==> src/hw/fkp_regs.vh <==
// Register offsets, field positions, reset values and key words of the flash key and protect slice.
// Assumes inclusion by bare name from the design files of this block.
`ifndef FKP_REGS_VH
`define FKP_REGS_VH
`define FKP_OFF_ERASE_ADDR 8'h10
`define FKP_OFF_BOOT_KEY 8'h14
`define FKP_OFF_INFO_KEY 8'h18
`define FKP_OFF_CFG_STATUS 8'h1C
`define FKP_OFF_GUARD0 8'h20
`define FKP_OFF_GUARD1 8'h24
`define FKP_OFF_CTRL 8'h30
`define FKP_OFF_IRQ_STATUS 8'h34
`define FKP_OFF_IRQ_CLEAR 8'h38
`define FKP_OFF_IRQ_ENABLE 8'h3C
`define FKP_OFF_VIOL_STATUS 8'h40
`define FKP_RST_ERASE_ADDR 32'h00000000
`define FKP_RST_CFG 32'hFFFFFFFF
`define FKP_RST_GUARD 32'hFFFFFFFF
`define FKP_BOOT_KEY1 32'h45670123
`define FKP_BOOT_KEY2 32'hCDEF89AB
`define FKP_INFO_KEY1 32'h896DBA23
`define FKP_INFO_KEY2 32'h7EA56C8F
`define FKP_INFO_LO 32'h00020200
`define FKP_INFO_HI 32'h000203FF
`define FKP_BIT_CFG_MISMATCH 0
`define FKP_BIT_READ_PROTECT 1
`define FKP_BIT_BOOT_WE 8
`define FKP_BIT_INFO_RE 11
`define FKP_BIT_VIOL 4
`define FKP_IRQ_BOOT_UNLOCK 0
`define FKP_IRQ_INFO_UNLOCK 1
`define FKP_IRQ_VIOLATION 2
`define FKP_IRQ_KEY_FAIL 3
`endif
==> src/hw/fkp_flash_key_protect.v <==
// Flash key and protect register slice: erase address, key registers, config status, guard words.
// Assumes a simple register port on clk_sys and system loading logic that presents option bytes with a strobe.
//
// The plain strobed port was chosen for this implementation.
`default_nettype none
`include "fkp_regs.vh"
module fkp_flash_key_protect (
  input wire clk_sys,
  input wire reset,
  input wire [7:0] reg_addr,
  input wire [31:0] reg_wdata,
  input wire reg_write,
  input wire reg_read,
  output reg [31:0] reg_rdata,
  input wire cfg_load,
  input wire [31:0] cfg_word,
  input wire [31:0] cfg_word_inv,
  input wire read_protect_in,
  input wire [2:0] cfg_upper_bits,
  input wire guard_load,
  input wire [31:0] guard_load_word0,
  input wire [31:0] guard_load_word1,
  input wire op_start,
  input wire [31:0] op_address,
  input wire [31:0] read_address,
  output reg [31:0] erase_target_address,
  output wire boot_pages_write_enable,
  output wire info_block_read_enable,
  output wire read_block,
  output wire op_protected,
  output wire protect_violation_flag,
  output wire irq
);
  // ----------------------------------------
  // Helpers
  // ----------------------------------------
  // Page index of a main-array byte address with 512-byte pages.
  function [7:0] fkp_page_of;
    input [31:0] addr;
    begin
      fkp_page_of = addr[16:9];
    end
  endfunction
  // Guard bit for a page: 64 pair bits across two words.
  function fkp_pair_guard;
    input [63:0] guards;
    input [7:0] page;
    begin
      if (page[7]) begin
        fkp_pair_guard = 1'b1;
      end else begin
        fkp_pair_guard = guards[page[6:1]];
      end
    end
  endfunction

  // ----------------------------------------
  // Decode
  // ----------------------------------------
  wire wr_erase = reg_write && (reg_addr == `FKP_OFF_ERASE_ADDR);
  wire wr_boot_key = reg_write && (reg_addr == `FKP_OFF_BOOT_KEY);
  wire wr_info_key = reg_write && (reg_addr == `FKP_OFF_INFO_KEY);
  wire wr_ctrl = reg_write && (reg_addr == `FKP_OFF_CTRL);
  wire wr_irq_clear = reg_write && (reg_addr == `FKP_OFF_IRQ_CLEAR);
  wire wr_irq_enable = reg_write && (reg_addr == `FKP_OFF_IRQ_ENABLE);
  wire wr_viol = reg_write && (reg_addr == `FKP_OFF_VIOL_STATUS);

  // ----------------------------------------
  // Key sequence detectors
  // ----------------------------------------
  wire boot_unlocked;
  wire boot_failed;
  wire info_unlocked;
  wire info_failed;
  fkp_key_seq #(
    .KEY1(`FKP_BOOT_KEY1),
    .KEY2(`FKP_BOOT_KEY2)
  ) u_boot_key (
    .clk_sys(clk_sys),
    .reset(reset),
    .write_key(wr_boot_key),
    .key_data(reg_wdata),
    .unlocked(boot_unlocked),
    .failed(boot_failed)
  );
  fkp_key_seq #(
    .KEY1(`FKP_INFO_KEY1),
    .KEY2(`FKP_INFO_KEY2)
  ) u_info_key (
    .clk_sys(clk_sys),
    .reset(reset),
    .write_key(wr_info_key),
    .key_data(reg_wdata),
    .unlocked(info_unlocked),
    .failed(info_failed)
  );

  // ----------------------------------------
  // Erase address
  // ----------------------------------------
  always @(posedge clk_sys) begin
    if (reset) begin
      erase_target_address <= `FKP_RST_ERASE_ADDR;
    end else if (wr_erase) begin
      erase_target_address <= reg_wdata;
    end
  end

  // ----------------------------------------
  // Control enables
  // ----------------------------------------
  reg boot_we;
  reg info_re;
  always @(posedge clk_sys) begin
    if (reset) begin
      boot_we <= 1'b0;
      info_re <= 1'b0;
    end else begin
      if (boot_unlocked) begin
        boot_we <= 1'b1;
      end else if (wr_ctrl && !reg_wdata[`FKP_BIT_BOOT_WE]) begin
        boot_we <= 1'b0;
      end
      if (info_unlocked) begin
        info_re <= 1'b1;
      end else if (wr_ctrl && !reg_wdata[`FKP_BIT_INFO_RE]) begin
        info_re <= 1'b0;
      end
    end
  end
  assign boot_pages_write_enable = boot_we;
  assign info_block_read_enable = info_re;

  // ----------------------------------------
  // Config status word
  // ----------------------------------------
  reg [4:0] cfg_bits;
  always @(posedge clk_sys) begin
    if (reset) begin
      cfg_bits <= 5'h1F;
    end else if (cfg_load) begin
      cfg_bits <= {cfg_upper_bits, read_protect_in, (cfg_word != ~cfg_word_inv)};
    end
  end
  wire [31:0] cfg_status = {27'h7FFFFFF, cfg_bits};

  // ----------------------------------------
  // Read protection window
  // ----------------------------------------
  wire in_info = (read_address >= `FKP_INFO_LO) && (read_address <= `FKP_INFO_HI);
  assign read_block = cfg_bits[`FKP_BIT_READ_PROTECT] && !(in_info && info_re);

  // ----------------------------------------
  // Guard words
  // ----------------------------------------
  reg [31:0] guard0;
  reg [31:0] guard1;
  always @(posedge clk_sys) begin
    if (reset) begin
      guard0 <= `FKP_RST_GUARD;
      guard1 <= `FKP_RST_GUARD;
    end else if (guard_load) begin
      guard0 <= guard_load_word0;
      guard1 <= guard_load_word1;
    end
  end
  wire [7:0] op_page = fkp_page_of(op_address);
  wire pair_bit = fkp_pair_guard({guard1, guard0}, op_page);
  assign op_protected = (pair_bit == 1'b0) || (op_page < 8'h04 && !boot_we);

  // ----------------------------------------
  // Violation flag
  // ----------------------------------------
  reg viol;
  wire viol_event = op_start && op_protected;
  always @(posedge clk_sys) begin
    if (reset) begin
      viol <= 1'b0;
    end else if (viol_event) begin
      viol <= 1'b1;
    end else if (wr_viol && reg_wdata[`FKP_BIT_VIOL]) begin
      viol <= 1'b0;
    end
  end
  assign protect_violation_flag = viol;

  // ----------------------------------------
  // Interrupts
  // ----------------------------------------
  reg [3:0] irq_status;
  reg [3:0] irq_enable;
  wire [3:0] irq_events = {boot_failed | info_failed, viol_event, info_unlocked, boot_unlocked};
  always @(posedge clk_sys) begin
    if (reset) begin
      irq_status <= 4'h0;
      irq_enable <= 4'h0;
    end else begin
      irq_status <= irq_events | (irq_status & ~(wr_irq_clear ? reg_wdata[3:0] : 4'h0));
      if (wr_irq_enable) begin
        irq_enable <= reg_wdata[3:0];
      end
    end
  end
  assign irq = |(irq_status & irq_enable);

  // ----------------------------------------
  // Read port
  // ----------------------------------------
  reg [31:0] next_rdata;
  always @* begin
    next_rdata = 32'h00000000;
    case (reg_addr)
      `FKP_OFF_ERASE_ADDR: next_rdata = erase_target_address;
      `FKP_OFF_BOOT_KEY: next_rdata = 32'h00000000;
      `FKP_OFF_INFO_KEY: next_rdata = 32'h00000000;
      `FKP_OFF_CFG_STATUS: next_rdata = cfg_status;
      `FKP_OFF_GUARD0: next_rdata = guard0;
      `FKP_OFF_GUARD1: next_rdata = guard1;
      `FKP_OFF_CTRL: next_rdata = {20'h00000, info_re, 2'b00, boot_we, 8'h00};
      `FKP_OFF_IRQ_STATUS: next_rdata = {28'h0000000, irq_status};
      `FKP_OFF_IRQ_ENABLE: next_rdata = {28'h0000000, irq_enable};
      `FKP_OFF_VIOL_STATUS: next_rdata = {27'h0000000, viol, 4'h0};
      default: next_rdata = 32'h00000000;
    endcase
  end
  always @(posedge clk_sys) begin
    if (reset) begin
      reg_rdata <= 32'h00000000;
    end else if (reg_read) begin
      reg_rdata <= next_rdata;
    end else begin
      reg_rdata <= 32'h00000000;
    end
  end
endmodule
`default_nettype wire

==> src/hw/fkp_key_seq.v <==
// Two-word ordered key detector for one key register.
// Assumes one-cycle write strobes on the system clock.
`default_nettype none
module fkp_key_seq #(
  parameter [31:0] KEY1 = 32'h00000000,
  parameter [31:0] KEY2 = 32'h00000000
) (
  input wire clk_sys,
  input wire reset,
  input wire write_key,
  input wire [31:0] key_data,
  output reg unlocked,
  output reg failed
);
  // ----------------------------------------
  // Sequence state
  // ----------------------------------------
  localparam [1:0] ST_IDLE = 2'b01;
  localparam [1:0] ST_HALF = 2'b10;
  reg [1:0] state;
  reg [1:0] next_state;
  reg next_unlocked;
  reg next_failed;
  always @* begin
    next_state = state;
    next_unlocked = 1'b0;
    next_failed = 1'b0;
    case (state)
      ST_IDLE: begin
        if (write_key) begin
          if (key_data == KEY1) begin
            next_state = ST_HALF;
          end else begin
            next_failed = 1'b1;
          end
        end
      end
      ST_HALF: begin
        if (write_key) begin
          next_state = ST_IDLE;
          if (key_data == KEY2) begin
            next_unlocked = 1'b1;
          end else begin
            next_failed = 1'b1;
          end
        end
      end
      default: begin
        next_state = ST_IDLE;
      end
    endcase
  end
  always @(posedge clk_sys) begin
    if (reset) begin
      state <= ST_IDLE;
      unlocked <= 1'b0;
      failed <= 1'b0;
    end else begin
      state <= next_state;
      unlocked <= next_unlocked;
      failed <= next_failed;
    end
  end
endmodule
`default_nettype wire

==> config.mk <==
export PLATFORM = sky130hd
export DESIGN_NAME = fkp_flash_key_protect
export DESIGN_NICKNAME = d
export VERILOG_FILES = /design/src/hw/fkp_flash_key_protect.v /design/src/hw/fkp_key_seq.v
export VERILOG_INCLUDE_DIRS = /design/src /design/src/hw
export SDC_FILE = /design/constraint.sdc
export NUM_CORES = 1
export LEC_CHECK = 0
export BUFFER_PORTS_ARGS = -buffer_cell sky130_fd_sc_hd__buf_2
export CAP_MARGIN = 20
export CORE_ASPECT_RATIO = 1.1
export CORE_MARGIN = 10
export CORE_UTILIZATION = 51
export DETAILED_ROUTE_END_ITERATION = 12
export PLACE_DENSITY = 0.92
export SYNTH_ARGS = -nofsm -noshare
export SYNTH_HDL_FRONTEND = slang
export SYNTH_SLANG_ARGS = --single-unit
==> constraint.sdc <==
create_clock -name clk_sys -period 5.1 [get_ports clk_sys]
set_input_delay 0.255 -clock clk_sys [delete_from_list [all_inputs] [get_ports clk_sys]]
set_output_delay 0.255 -clock clk_sys [all_outputs]
set_load 0.05 [all_outputs]
After elaboration in Yosys (flattened, before gate mapping) --
Index checks and enable logic that the tools add are counted.
Storage, ports and cells: register bits after elaboration 152, latch bits 0, bits in writable memories 0, ROM bits 0, output and inout port bits 70, word-level logic and storage cells 118, memories kept 0
Operators by class: add/subtract/negate cells 0, multiply operators 0, divide/modulo/power cells 0, order comparisons 4, equality and inequality tests 26, shift-type cells 0, multiplexer cells 31, bitwise operators 12, reductions and logical operators 29
Operators with widths (number):
- $pmux W32 S8 | 1
- $eq A32 B31 Y1 const B | 2
- $eq A32 B32 Y1 const B | 2
- $eq A8 B6 Y1 const B | 6
- $eq A8 B5 Y1 const B | 4
- $ge A32 B18 Y1 const B | 1
- $le A32 B18 Y1 const B | 1
- $ne A32 B32 Y1 | 1
- $not A32 Y32 | 1
- $mux W1 | 18
- $logic_and A1 B1 Y1 | 15
- $mux W2 | 6
- $ne A2 B1 Y1 const B | 6
- $and A4 B4 Y4 | 2
- $eq A8 B7 Y1 const B | 1
- $lt A8 B3 Y1 const B | 1
- $pmux W2 S2 | 2
- $lt A6 B7 Y1 const B | 1
- $bmux W1 S6 | 1
- $not A1 Y1 | 6
- $reduce_and A3 Y1 | 2
- $reduce_bool A2 Y1 | 3
- $reduce_or A3 Y1 | 2
- $eq A2 B1 Y1 const B | 2
- other kinds (10) | 15

Depth between registers and ports, before layout --
Gate-level depths: netlist of the first run.
word-level depth 7, mapped depth 9, depth with buffers taken out 8

Hierarchy --
From an unflattened synthesis of the first run, not the netlist that was laid out.
Unflattened totals: cells, all modules 809, area total of the unflattened synthesis 7349.5 µm²
By module, submodules not included:
- fkp_flash_key_protect | instances 1, cells each 733, area each 6657.6 µm², sequential area each 2882.8 µm²
- fkp_key_seq (u_info_key) | instances 1, cells each 41, area each 397.9 µm², sequential area each 80.1 µm²
- fkp_key_seq (u_boot_key) | instances 1, cells each 35, area each 294.0 µm², sequential area each 80.1 µm²

Least setup slack after synthesis of the first run --
OpenSTA, ideal clock, no wires.
kind input to output, start input port op_address[10], end output port op_protected, data arrival time 2.284 ns, path slack 2.561 ns, stages on the path 8, path buffers 3, cells stage by stage buf_2 -> buf_4 -> buf_4 -> mux2i_1 -> a22oi_1 -> a311oi_1 -> nand3_1 -> o21ai_1
On the way: cells in the longest elaborated chain, start to end 5
Ends and longest elaborated chain:
- start: declaration | line fkp_flash_key_protect.v:24 | input wire [31:0] op_address,
- $bmux W1 S6 | line fkp_flash_key_protect.v:52 | fkp_pair_guard = guards[page[6:1]];
- $mux W1 (implied by the code) | line fkp_flash_key_protect.v:52
- $mux W1 | line fkp_flash_key_protect.v:49 | if (page[7]) begin
- $not A1 Y1 | line fkp_flash_key_protect.v:169 | assign op_protected = (pair_bit == 1'b0) || (op_page < 8'h04 && !boot_we);
- $logic_or A1 B1 Y1 (*) | line fkp_flash_key_protect.v:169
- end: declaration | line fkp_flash_key_protect.v:30 | output wire op_protected,
Mark *: on every way between the ends. The rest lies on a longest branch, timed or not. The select of a mux whose other input is x is not followed.

Worst setup path in the final report of the first run --
Ends and elaborated chain as after synthesis.

==> flow_metrics.tcl, run 1 <==
set metrics [dict create \
    worstPathCellList "buf_2 -> mux4_2 -> mux2i_1 -> nor2_1 -> a311oi_1 -> nand3_1 -> o21ai_1 -> buf_2" \
    synth_commonest_cells "nand2_1, dfxtp_1, mux2i_1" \
    worst_pin_slew_ns 1.11 \
    die_h_um 143 \
    powerDensity_nw_per_um2 310 \
    synth-edff-count 0 \
    cts_root_buf "clkbuf_16" \
    cts_setup_buffers 0 \
    ys_types 56 \
    die_area_um2 18900 \
    slew_viol_final 0 \
    tritoncts "done" \
    clock_sinks 152 \
    antenna_found_initial 1 \
    hold_class "input port to flop" \
    final_core_utilization_pct 66.8 \
    required_ns 4.85 \
    switchingPower_uw 661 \
    synthTopCellsByArea "dfxtp_1, mux2i_1, nand2_1, xor2_1, a21oi_1" \
    wl_mm 26.3 \
    max_freq_mhz 346 \
    cp.arrival_ns 2.64 \
    synth_area_um2 7050 \
    grt_use_total_pct 26.0 \
    first_pass_iters 7 \
    hpwl_mm 20.0 \
    finClkSkew_ns 0.00560 \
    period_minus_slack_ns 2.89 \
    grt_first_pass_wirelength_mm 38.8 \
    postSynth.asyncResetShare_pct 0 \
    io_pins 313 \
    drv_cap 0 \
    die_w_um 132 \
    status "complete, no violations" \
    r2r_setup_slack_ns 3.23 \
    fin_ws_ns 2.21 \
    vias 7221 \
    cp_max_fo 24 \
    initial_core_util_pct 51.5 \
    antenna_left 0 \
    seq_area_frac_synth_pct 43.2 \
    syn_area_per_cell_um2 8.91 \
    syn-num-nets 1038 \
    cts_hold_buf 0 \
    cp_top_family "buffers and inverters" \
    n_fill_cell 1130 \
    syn_to_final_growth_pct 29.6 \
    end_kind "output pin" \
    via_per_inst 5.81 \
    slew_headroom_pct 25.7 \
    yosysMostFrequentCell "nand2_1" \
    swShare_pct 23.3 \
    p_clk_share_pct 45.7 \
    path_class "input port to output pin" \
    p_seq_share_pct 44.2 \
    post-place-ws_ns 1.98 \
    slowest_stage "buf_2" \
    grt_max_degree 74 \
    hold_viol 0 \
    power.leakage_nw 4.05 \
    synth_cells 791 \
    grt_overflow 0 \
    peakVddDrop_v 0.000224 \
    rsz0062_at_grt "false" \
    yosys.area.top_type_share_pct 43.2 \
    drt_iter0_markers 953 \
    p_int_mw 2.18 \
    crit_path_start_kind "input port" \
    drive_above_1_share_pct 31.2 \
    clkTransAtPathRegs_ns 0.06 \
    clock_latency_ns 0.43 \
    ys_ff_latch 152 \
    fp-row-count 45 \
    layout.nets 1288 \
    critPathMostFrequentCell "buf_2" \
    ctsResizeCount 0 \
    numCtsBuffers 17 \
    fin_tns_setup_ns 0 \
    min_period_over_period_pct 56.7 \
    drc 0 \
    port_buffers 278 \
    max_stage_delay_ns 0.60 \
    wl_per_cell_um 21.2 \
    post_dp_cell_area_um2 8490 \
    cts_buffer_depth 2 \
    combPwrFrac_pct 10.1 \
    synth_flop_cell "dfxtp_1" \
    gp_congestion 0.954 \
    netlist.top_cell.by_area "dfxtp_1" \
    final_cell_area_um2 9140 \
    core_area_um2 13700 \
    htreeDepth 4 \
    yosysWarnings 0 \
    setup_violations 0 \
    grt_pass1_vias 6990 \
    crit_buf_inv 2 \
]
cell type report:
type / count / area [µm²] / area share [%]
multi-input combinational: 576 / 3750 / 41.1
timing repair buffer: 283 / 1460 / 15.9
antenna: 1 / 2.50 / 0.0274
inverter: 11 / 41.3 / 0.452
clock inverter: 8 / 118 / 1.29
sequential: 152 / 3040 / 33.3
tap: 188 / 235 / 2.57
clock buffer: 24 / 492 / 5.38
kinds of logic (layout without fill, tap and decap cells):
logic type	Yosys count	count (layout)	synth area share (%)
flip-flops	152	152	43.2
adder cells (fa/ha/maj)	4	4	0.710
other	0	1	0
AND/OR/NAND/NOR	293	293	19.3
AO/OA/AOI/OAI	141	141	12.8
XOR/XNOR	33	33	4.10
multiplexers	105	105	16.3
buffers and inverters	63	326	3.62
cell usage in the layout (no fill, tap or decap), drive strengths merged, types with 6 or more instances in the layout:
cell type / synthesis / final
a21oi: 54 / 54
nand2: 182 / 182
nand4: 17 / 17
nor2: 31 / 31
inv: 11 / 11
mux2i: 97 / 97
buf: 16 / 282
mux4: 8 / 8
dfxtp: 152 / 152
clkbuf: 36 / 25
nand3: 12 / 12
a31oi: 29 / 29
xor2: 32 / 32
o21ai: 6 / 6
nor4: 12 / 12
a22oi: 35 / 35
per-stage QoR:
| stage | power [mW] | hold slack, ns | std cells |
|---|---|---|---|
| 2_1_floorplan | 1.42 | 0.383 | 791 |
| 4_1_cts | 2.84 | 0.0343 | 1240 |
| 5_1_grt | 2.92 | 0.0454 | 1243 |
| 6_report | 2.84 | 0.0433 | 1243 |
| 3_3_place_gp | 1.55 | 0.426 | 1208 |
| 3_5_place_dp | 1.56 | 0.441 | 1208 |
sequential cells by signal (all words and copies together), names as in the netlist, 2 cells and up:
name	count
guard1	32
u_info_key.state	2
reg_rdata	32
irq_enable	4
cfg_bits	5
erase_target_address	32
u_boot_key.state	2
guard0	32
irq_status	4
per-layer routing:
layer / GRT usage, % / wire [µm]
met3: 7.65 / 2960
met5: 0 / 0
met4: 10.2 / 699
met2: 42.0 / 12700
met1: 32.2 / 9980
worst reg2reg max path, cell delays in order (launching register included):
cell and delay [ns]:
dfxtp_1 0.33, inv_1 0.06, ha_1 0.21, and4_1 0.22, nand2_1 0.05, or4_1 0.56, nor2_1 0.11, nor4_1 0.06
o31a_1 0.16
path summary, 6_finish.rpt:
kind,from,to,cells past startpoint
max,op_address[10],op_protected,8
min,cfg_upper_bits[0],cfg_bits[2]$_SDFFE_PP1P_,3
max reg2reg,u_info_key.state[0]$_SDFFE_PP1P_,u_info_key.failed$_SDFF_PP0_,8
min reg2reg,u_info_key.failed$_SDFF_PP0_,irq_status[3]$_SDFF_PP0_,2
power groups by stage:
stage	clock [mW]	sequential (mW)	combinational [mW]
global route	1.36	1.26	0.309
floorplan	0	1.27	0.150
CTS	1.30	1.25	0.283
global placement	0	1.28	0.274
finish	1.30	1.25	0.286
detailed placement	0	1.28	0.280
Power figures use the tool's default switching activity.
==> inputs of run 2 (changes only) <==
--- a/config.mk
+++ b/config.mk
@@ -10,9 +10,9 @@
 export CAP_MARGIN = 20
 export CORE_ASPECT_RATIO = 1.1
 export CORE_MARGIN = 10
-export CORE_UTILIZATION = 51
+export CORE_UTILIZATION = 43
 export DETAILED_ROUTE_END_ITERATION = 12
-export PLACE_DENSITY = 0.92
+export PLACE_DENSITY = 0.84
 export SYNTH_ARGS = -nofsm -noshare
 export SYNTH_HDL_FRONTEND = slang
 export SYNTH_SLANG_ARGS = --single-unit
==> constraint.sdc (replaced) <==
create_clock -name clk_sys -period 2.4 [get_ports clk_sys]
set_input_delay 0.12 -clock clk_sys [delete_from_list [all_inputs] [get_ports clk_sys]]
set_output_delay 0.12 -clock clk_sys [all_outputs]
set_load 0.05 [all_outputs]
==> run 2 against run 1 <==
  * Non-clock buffer count grew 110
  * Largest power group is now sequential cells
  * Critical endpoint unchanged
  * Clock power grew 100%
  * Cell area grew 12%
  * Die area grew 16%
  * Sequential power grew 110%
  * Clock skew grew 0.0082 ns
  * Critical path depth shrank 1
  * Largest cell class unchanged
==> flow_metrics.tcl, run 2 (synthesis gave the netlist of run 1 again) <==
set metrics [dict create \
    status "complete, no violations" \
    rsz0062_at_grt "false" \
    grt_overflow 0 \
    layout_common_cells "buf_2, nand2_1, dfxtp_1" \
    antenna_left 0 \
    hold_class "input port to flop" \
    core_area_um2 16200 \
    max_freq_mhz 426 \
    vias 7701 \
    cp_max_fo 3 \
    hold_ws_ns 0.0231 \
    grt_use_total_pct 25.8 \
    dr_wl_met2_mm 14.1 \
    max_stage_delay_ns 0.47 \
    gp_congestion 0.945 \
    dp_cells 1238 \
    grt_first_pass_wirelength_mm 44.6 \
    power.leakage_nw 4.51 \
    path_class "flop to output pin" \
    worst_pin_slew_ns 0.677 \
    drive_above_1_share_pct 29.8 \
    min_period_over_period_pct 97.9 \
    fin_ws_ns 0.0514 \
    tritoncts "done" \
    final_common_cell "buf_2" \
    first_pass_iters 7 \
    required_ns 2.28 \
    end_kind "output pin" \
    die_w_um 142 \
    hpwl_mm 21.1 \
    htreeDepth 4 \
    wl_per_cell_um 21.2 \
    port_buffers 278 \
    cts_setup_buffers 0 \
    drc 0 \
    worstPathCellList "mux4_2 -> mux2i_1 -> nor2_1 -> a311oi_2 -> nand3_1 -> o21ai_2 -> buf_6" \
    powerDensity_nw_per_um2 596 \
    fin_tns_setup_ns 0 \
    clkTransAtPathRegs_ns 0.06 \
    slowest_stage "mux4_2" \
    clock_latency_ns 0.44 \
    die_h_um 154 \
    io_pins 313 \
    slew_viol_final 0 \
    total_power_mw 6.10 \
    antenna_cells 0 \
    syn_to_final_growth_pct 45.1 \
    crit_buf_inv 1 \
    fp-row-count 49 \
    route.met3.wl_mm 2.84 \
    initial_core_util_pct 43.4 \
    wl_mm 29.1 \
    slew_headroom_pct 54.2 \
    layout.nets 1398 \
    routed.top_layer "met4" \
    finClkSkew_ns 0.0138 \
    cp_top_family "multiplexers" \
    antenna_found_initial 1 \
    numCtsBuffers 17 \
    die_area_um2 21900 \
    setup_violations 0 \
    hold_viol 0 \
    n_fill_cell 1285 \
    via_per_inst 5.63 \
    cp.arrival_ns 2.23 \
    period_minus_slack_ns 2.35 \
    met1_length_mm 11.2 \
    r2r_setup_slack_ns 0.56 \
    drv_cap 0 \
    crit_path_start_kind "flop" \
    grt_max_degree 54 \
    peakVddDrop_v 0.000509 \
    cts_buffer_depth 2 \
    grt_pass1_vias 7675 \
    drt_iter0_markers 1027 \
    post-place-ws_ns 0.246 \
    clock_sinks 152 \
    fin_cells 1368 \
    cts_root_buf "clkbuf_16" \
]
run 2: power by group:
part | internal [mW] | total (mW) | switching [mW]
clock network | 1.53 | 2.66 | 1.13
logic | 0.405 | 0.767 | 0.361
registers | 2.60 | 2.67 | 0.0737
run 2: metrics by stage:
step	cell area, µm²	util [%]
3_5_place_dp	8650	53.3
4_1_cts	10200	63.0
2_1_floorplan	7050	-
6_report	10200	63.0
3_3_place_gp	8650	53.3
5_1_grt	10200	63.0
run 2: layout make-up:
type / count / area, µm² / share of cell area (%)
multi-input cells: 576 / 3760 / 36.8
repair buffers: 393 / 2550 / 24.9
well taps: 204 / 255 / 2.49
inverters: 11 / 41.3 / 0.403
clock inverters: 11 / 111 / 1.09
clock buffers: 21 / 470 / 4.60
flip-flops and latches: 152 / 3050 / 29.8
run 2: worst paths after layout:
| kind | cells after the start | from | to |
|---|---|---|---|
| min reg2reg | 2 | u_boot_key.failed$_SDFF_PP0_ | irq_status[3]$_SDFF_PP0_ |
| max | 7 | guard1[31]$_SDFFE_PP1P_ | op_protected |
| max reg2reg | 8 | u_info_key.state[0]$_SDFFE_PP1P_ | u_info_key.failed$_SDFF_PP0_ |
| min | 3 | reg_wdata[2] | erase_target_address[2]$_SDFFE_PP0P_ |
run 2: worst min-delay path, stage by stage:
cell	delay, ns
buf_2	0.16
nand2_1	0.07
a21oi_1	0.05
run 2: repair_timing:
item,4_1_cts,5_1_grt
resized for setup,4,2
endpoints found under the hold margin,98,0
pin swaps,0,1
hold buffers,98,0
setup endpoints to repair,1,1
run 2: metal layers:
layer	global-route usage [%]	vias up
li1	-	3544
met1	32.3	3618
met2	42.0	473
met3	6.31	66
met4	9.35	0
met5	0	-
==> inputs of run 3 (changes only) <==
--- a/config.mk
+++ b/config.mk
@@ -12,7 +12,7 @@
 export CORE_MARGIN = 10
 export CORE_UTILIZATION = 43
 export DETAILED_ROUTE_END_ITERATION = 12
-export PLACE_DENSITY = 0.84
+export PLACE_DENSITY = 0.88
 export SYNTH_ARGS = -nofsm -noshare
 export SYNTH_HDL_FRONTEND = slang
 export SYNTH_SLANG_ARGS = --single-unit
==> constraint.sdc (replaced) <==
create_clock -name clk_sys -period 2.4 [get_ports clk_sys]
set_input_delay 0.12 -clock clk_sys [delete_from_list [all_inputs] [get_ports clk_sys]]
set_output_delay 0.12 -clock clk_sys [all_outputs]
set_load 0.1 [all_outputs]
==> run 3 against run 2 <==
  * First-iteration DRC count hardly changed
  * Fmax fell by 0.90%
  * Die area is the same
  * Register-to-register slack worse by 0.03 ns
  * Clock-buffer cell count fell by 3
  * Routed wire length fell by 1.3%
  * Critical path type unchanged
  * Largest power group unchanged
==> flow_metrics.tcl, run 3 (synthesis gave the netlist of run 1 again) <==
set metrics [dict create \
    final_core_utilization_pct 63.0 \
    wl_per_cell_um 20.9 \
    layout.nets 1398 \
    vias 7633 \
    required_ns 2.28 \
    powerDensity_nw_per_um2 590 \
    clkTransAtPathRegs_ns 0.06 \
    max_stage_delay_ns 0.47 \
    peakVddDrop_v 0.000507 \
    hold_viol 0 \
    fp-row-count 49 \
    tritoncts "done" \
    period_minus_slack_ns 2.37 \
    post_dp_cell_area_um2 8660 \
    power.leakage_nw 4.50 \
    finClkSkew_ns 0.0142 \
    dp_cells 1237 \
    fin_ws_ns 0.0300 \
    io_pins 313 \
    crit_buf_inv 1 \
    final_cell_area_um2 10200 \
    cts_root_buf "clkbuf_16" \
    status "complete, no violations" \
    htreeDepth 4 \
    final_common_cell "buf_2" \
    post-place-ws_ns 0.319 \
    core_area_um2 16200 \
    min_period_over_period_pct 98.8 \
    rsz0062_at_grt "true" \
    fin_cells 1370 \
    numCtsBuffers 17 \
    clock_sinks 152 \
    drv_cap 0 \
    grt_use_total_pct 25.1 \
    cp_top_family "multiplexers" \
    hpwl_mm 20.6 \
    gp_congestion 0.939 \
    crit_path_start_kind "flop" \
    worst_pin_slew_ns 0.940 \
    max_freq_mhz 422 \
    grt_first_pass_wirelength_mm 43.7 \
    antenna_left 0 \
    fin_tns_setup_ns 0 \
    total_power_mw 6.04 \
    worstPathCellList "mux4_2 -> mux2i_1 -> nor2_1 -> a311oi_2 -> nand3_1 -> o21ai_2 -> buf_12" \
    antenna_found_initial 2 \
    slowest_stage "mux4_2" \
    via_per_inst 5.57 \
    hold_ws_ns 0.0237 \
    clock_latency_ns 0.43 \
    first_pass_iters 6 \
    initial_core_util_pct 43.4 \
    die_h_um 154 \
    die_w_um 142 \
    layout_common_cells "buf_2, nand2_1, dfxtp_1" \
    slew_viol_final 0 \
    cp_max_fo 3 \
    die_area_um2 21900 \
    port_buffers 278 \
    hold_class "input port to flop" \
    drive_above_1_share_pct 29.7 \
    setup_violations 0 \
    grt_pass1_vias 7662 \
    drt_iter0_markers 1028 \
    wl_mm 28.7 \
    cp.arrival_ns 2.25 \
    path_class "flop to output pin" \
    n_fill_cell 1255 \
    grt_overflow 0 \
    slew_headroom_pct 37.3 \
    end_kind "output pin" \
    drc 0 \
    grt_max_degree 49 \
    cts_buffer_depth 2 \
    syn_to_final_growth_pct 45.1 \
]
## run 3: changes by cell type in the layout (fill, tap and decap cells not counted)
cell	before	now
clkbuf_8	3	0
diode_2	0	2
buf_12	3	4
buf_6	1	0
clkinv_4	2	3
clkinvlp_4	2	3
dfxtp_1	150	151
dfxtp_2	2	1
inv_8	0	1
## run 3: layer usage
layer / vias up / track usage (%) / routed length [µm]
li1: 3543 / - / -
met1: 3542 / 30.9 / 11200
met2: 475 / 41.0 / 13900
met3: 73 / 6.34 / 2570
met4: 0 / 9.94 / 988
met5: - / 0 / 0
## run 3: final cells by class
type                            count  area [µm²]  area share [%]
Antenna cell                        2        5.00          0.0489
Clock buffer                       18         429            4.19
Clock inverter                     14         139            1.36
Inverter                           11        41.3           0.404
Multi-Input combinational cell    576        3760            36.8
Sequential cell                   152        3040            29.8
Tap cell                          204         255            2.49
Timing Repair Buffer              393        2550            25.0
## run 3: worst reg2reg max path, stage by stage (launching register included)
cell and delay, ns:
dfxtp_1 0.33, inv_1 0.06, ha_1 0.24, and4_1 0.21, nand2_1 0.05, or4_1 0.57, nor2_1 0.11, nor4_1 0.05
o31a_1 0.13
## run 3: where the power goes
part | leakage [nW] | switching (mW) | internal [mW] | total, mW
Combinational | 2.99 | 0.375 | 0.409 | 0.784
Clock | 0.270 | 1.14 | 1.45 | 2.59
Sequential | 1.24 | 0.0721 | 2.60 | 2.67
Total | 4.50 | 1.59 | 4.46 | 6.04
## run 3: worst paths after layout
kind | from | end | slack (ns) | cells after the start
worst max-delay path | guard1[30]$_SDFFE_PP1P_ | op_protected | 0.03 | 7
worst min-delay path | reset | guard1[1]$_SDFFE_PP1P_ | 0.02 | 3
worst max register to register | u_info_key.state[0]$_SDFFE_PP1P_ | u_info_key.failed$_SDFF_PP0_ | 0.53 | 8
worst min register to register | u_info_key.failed$_SDFF_PP0_ | irq_status[3]$_SDFF_PP0_ | 0.46 | 2
## run 3: repair_timing
item,CTS,global route
setup endpoints to repair,1,1
buffers inserted,1,0
endpoints found under the hold margin,98,0
hold buffers,98,0
pin swaps,4,1
resized for setup,2,0
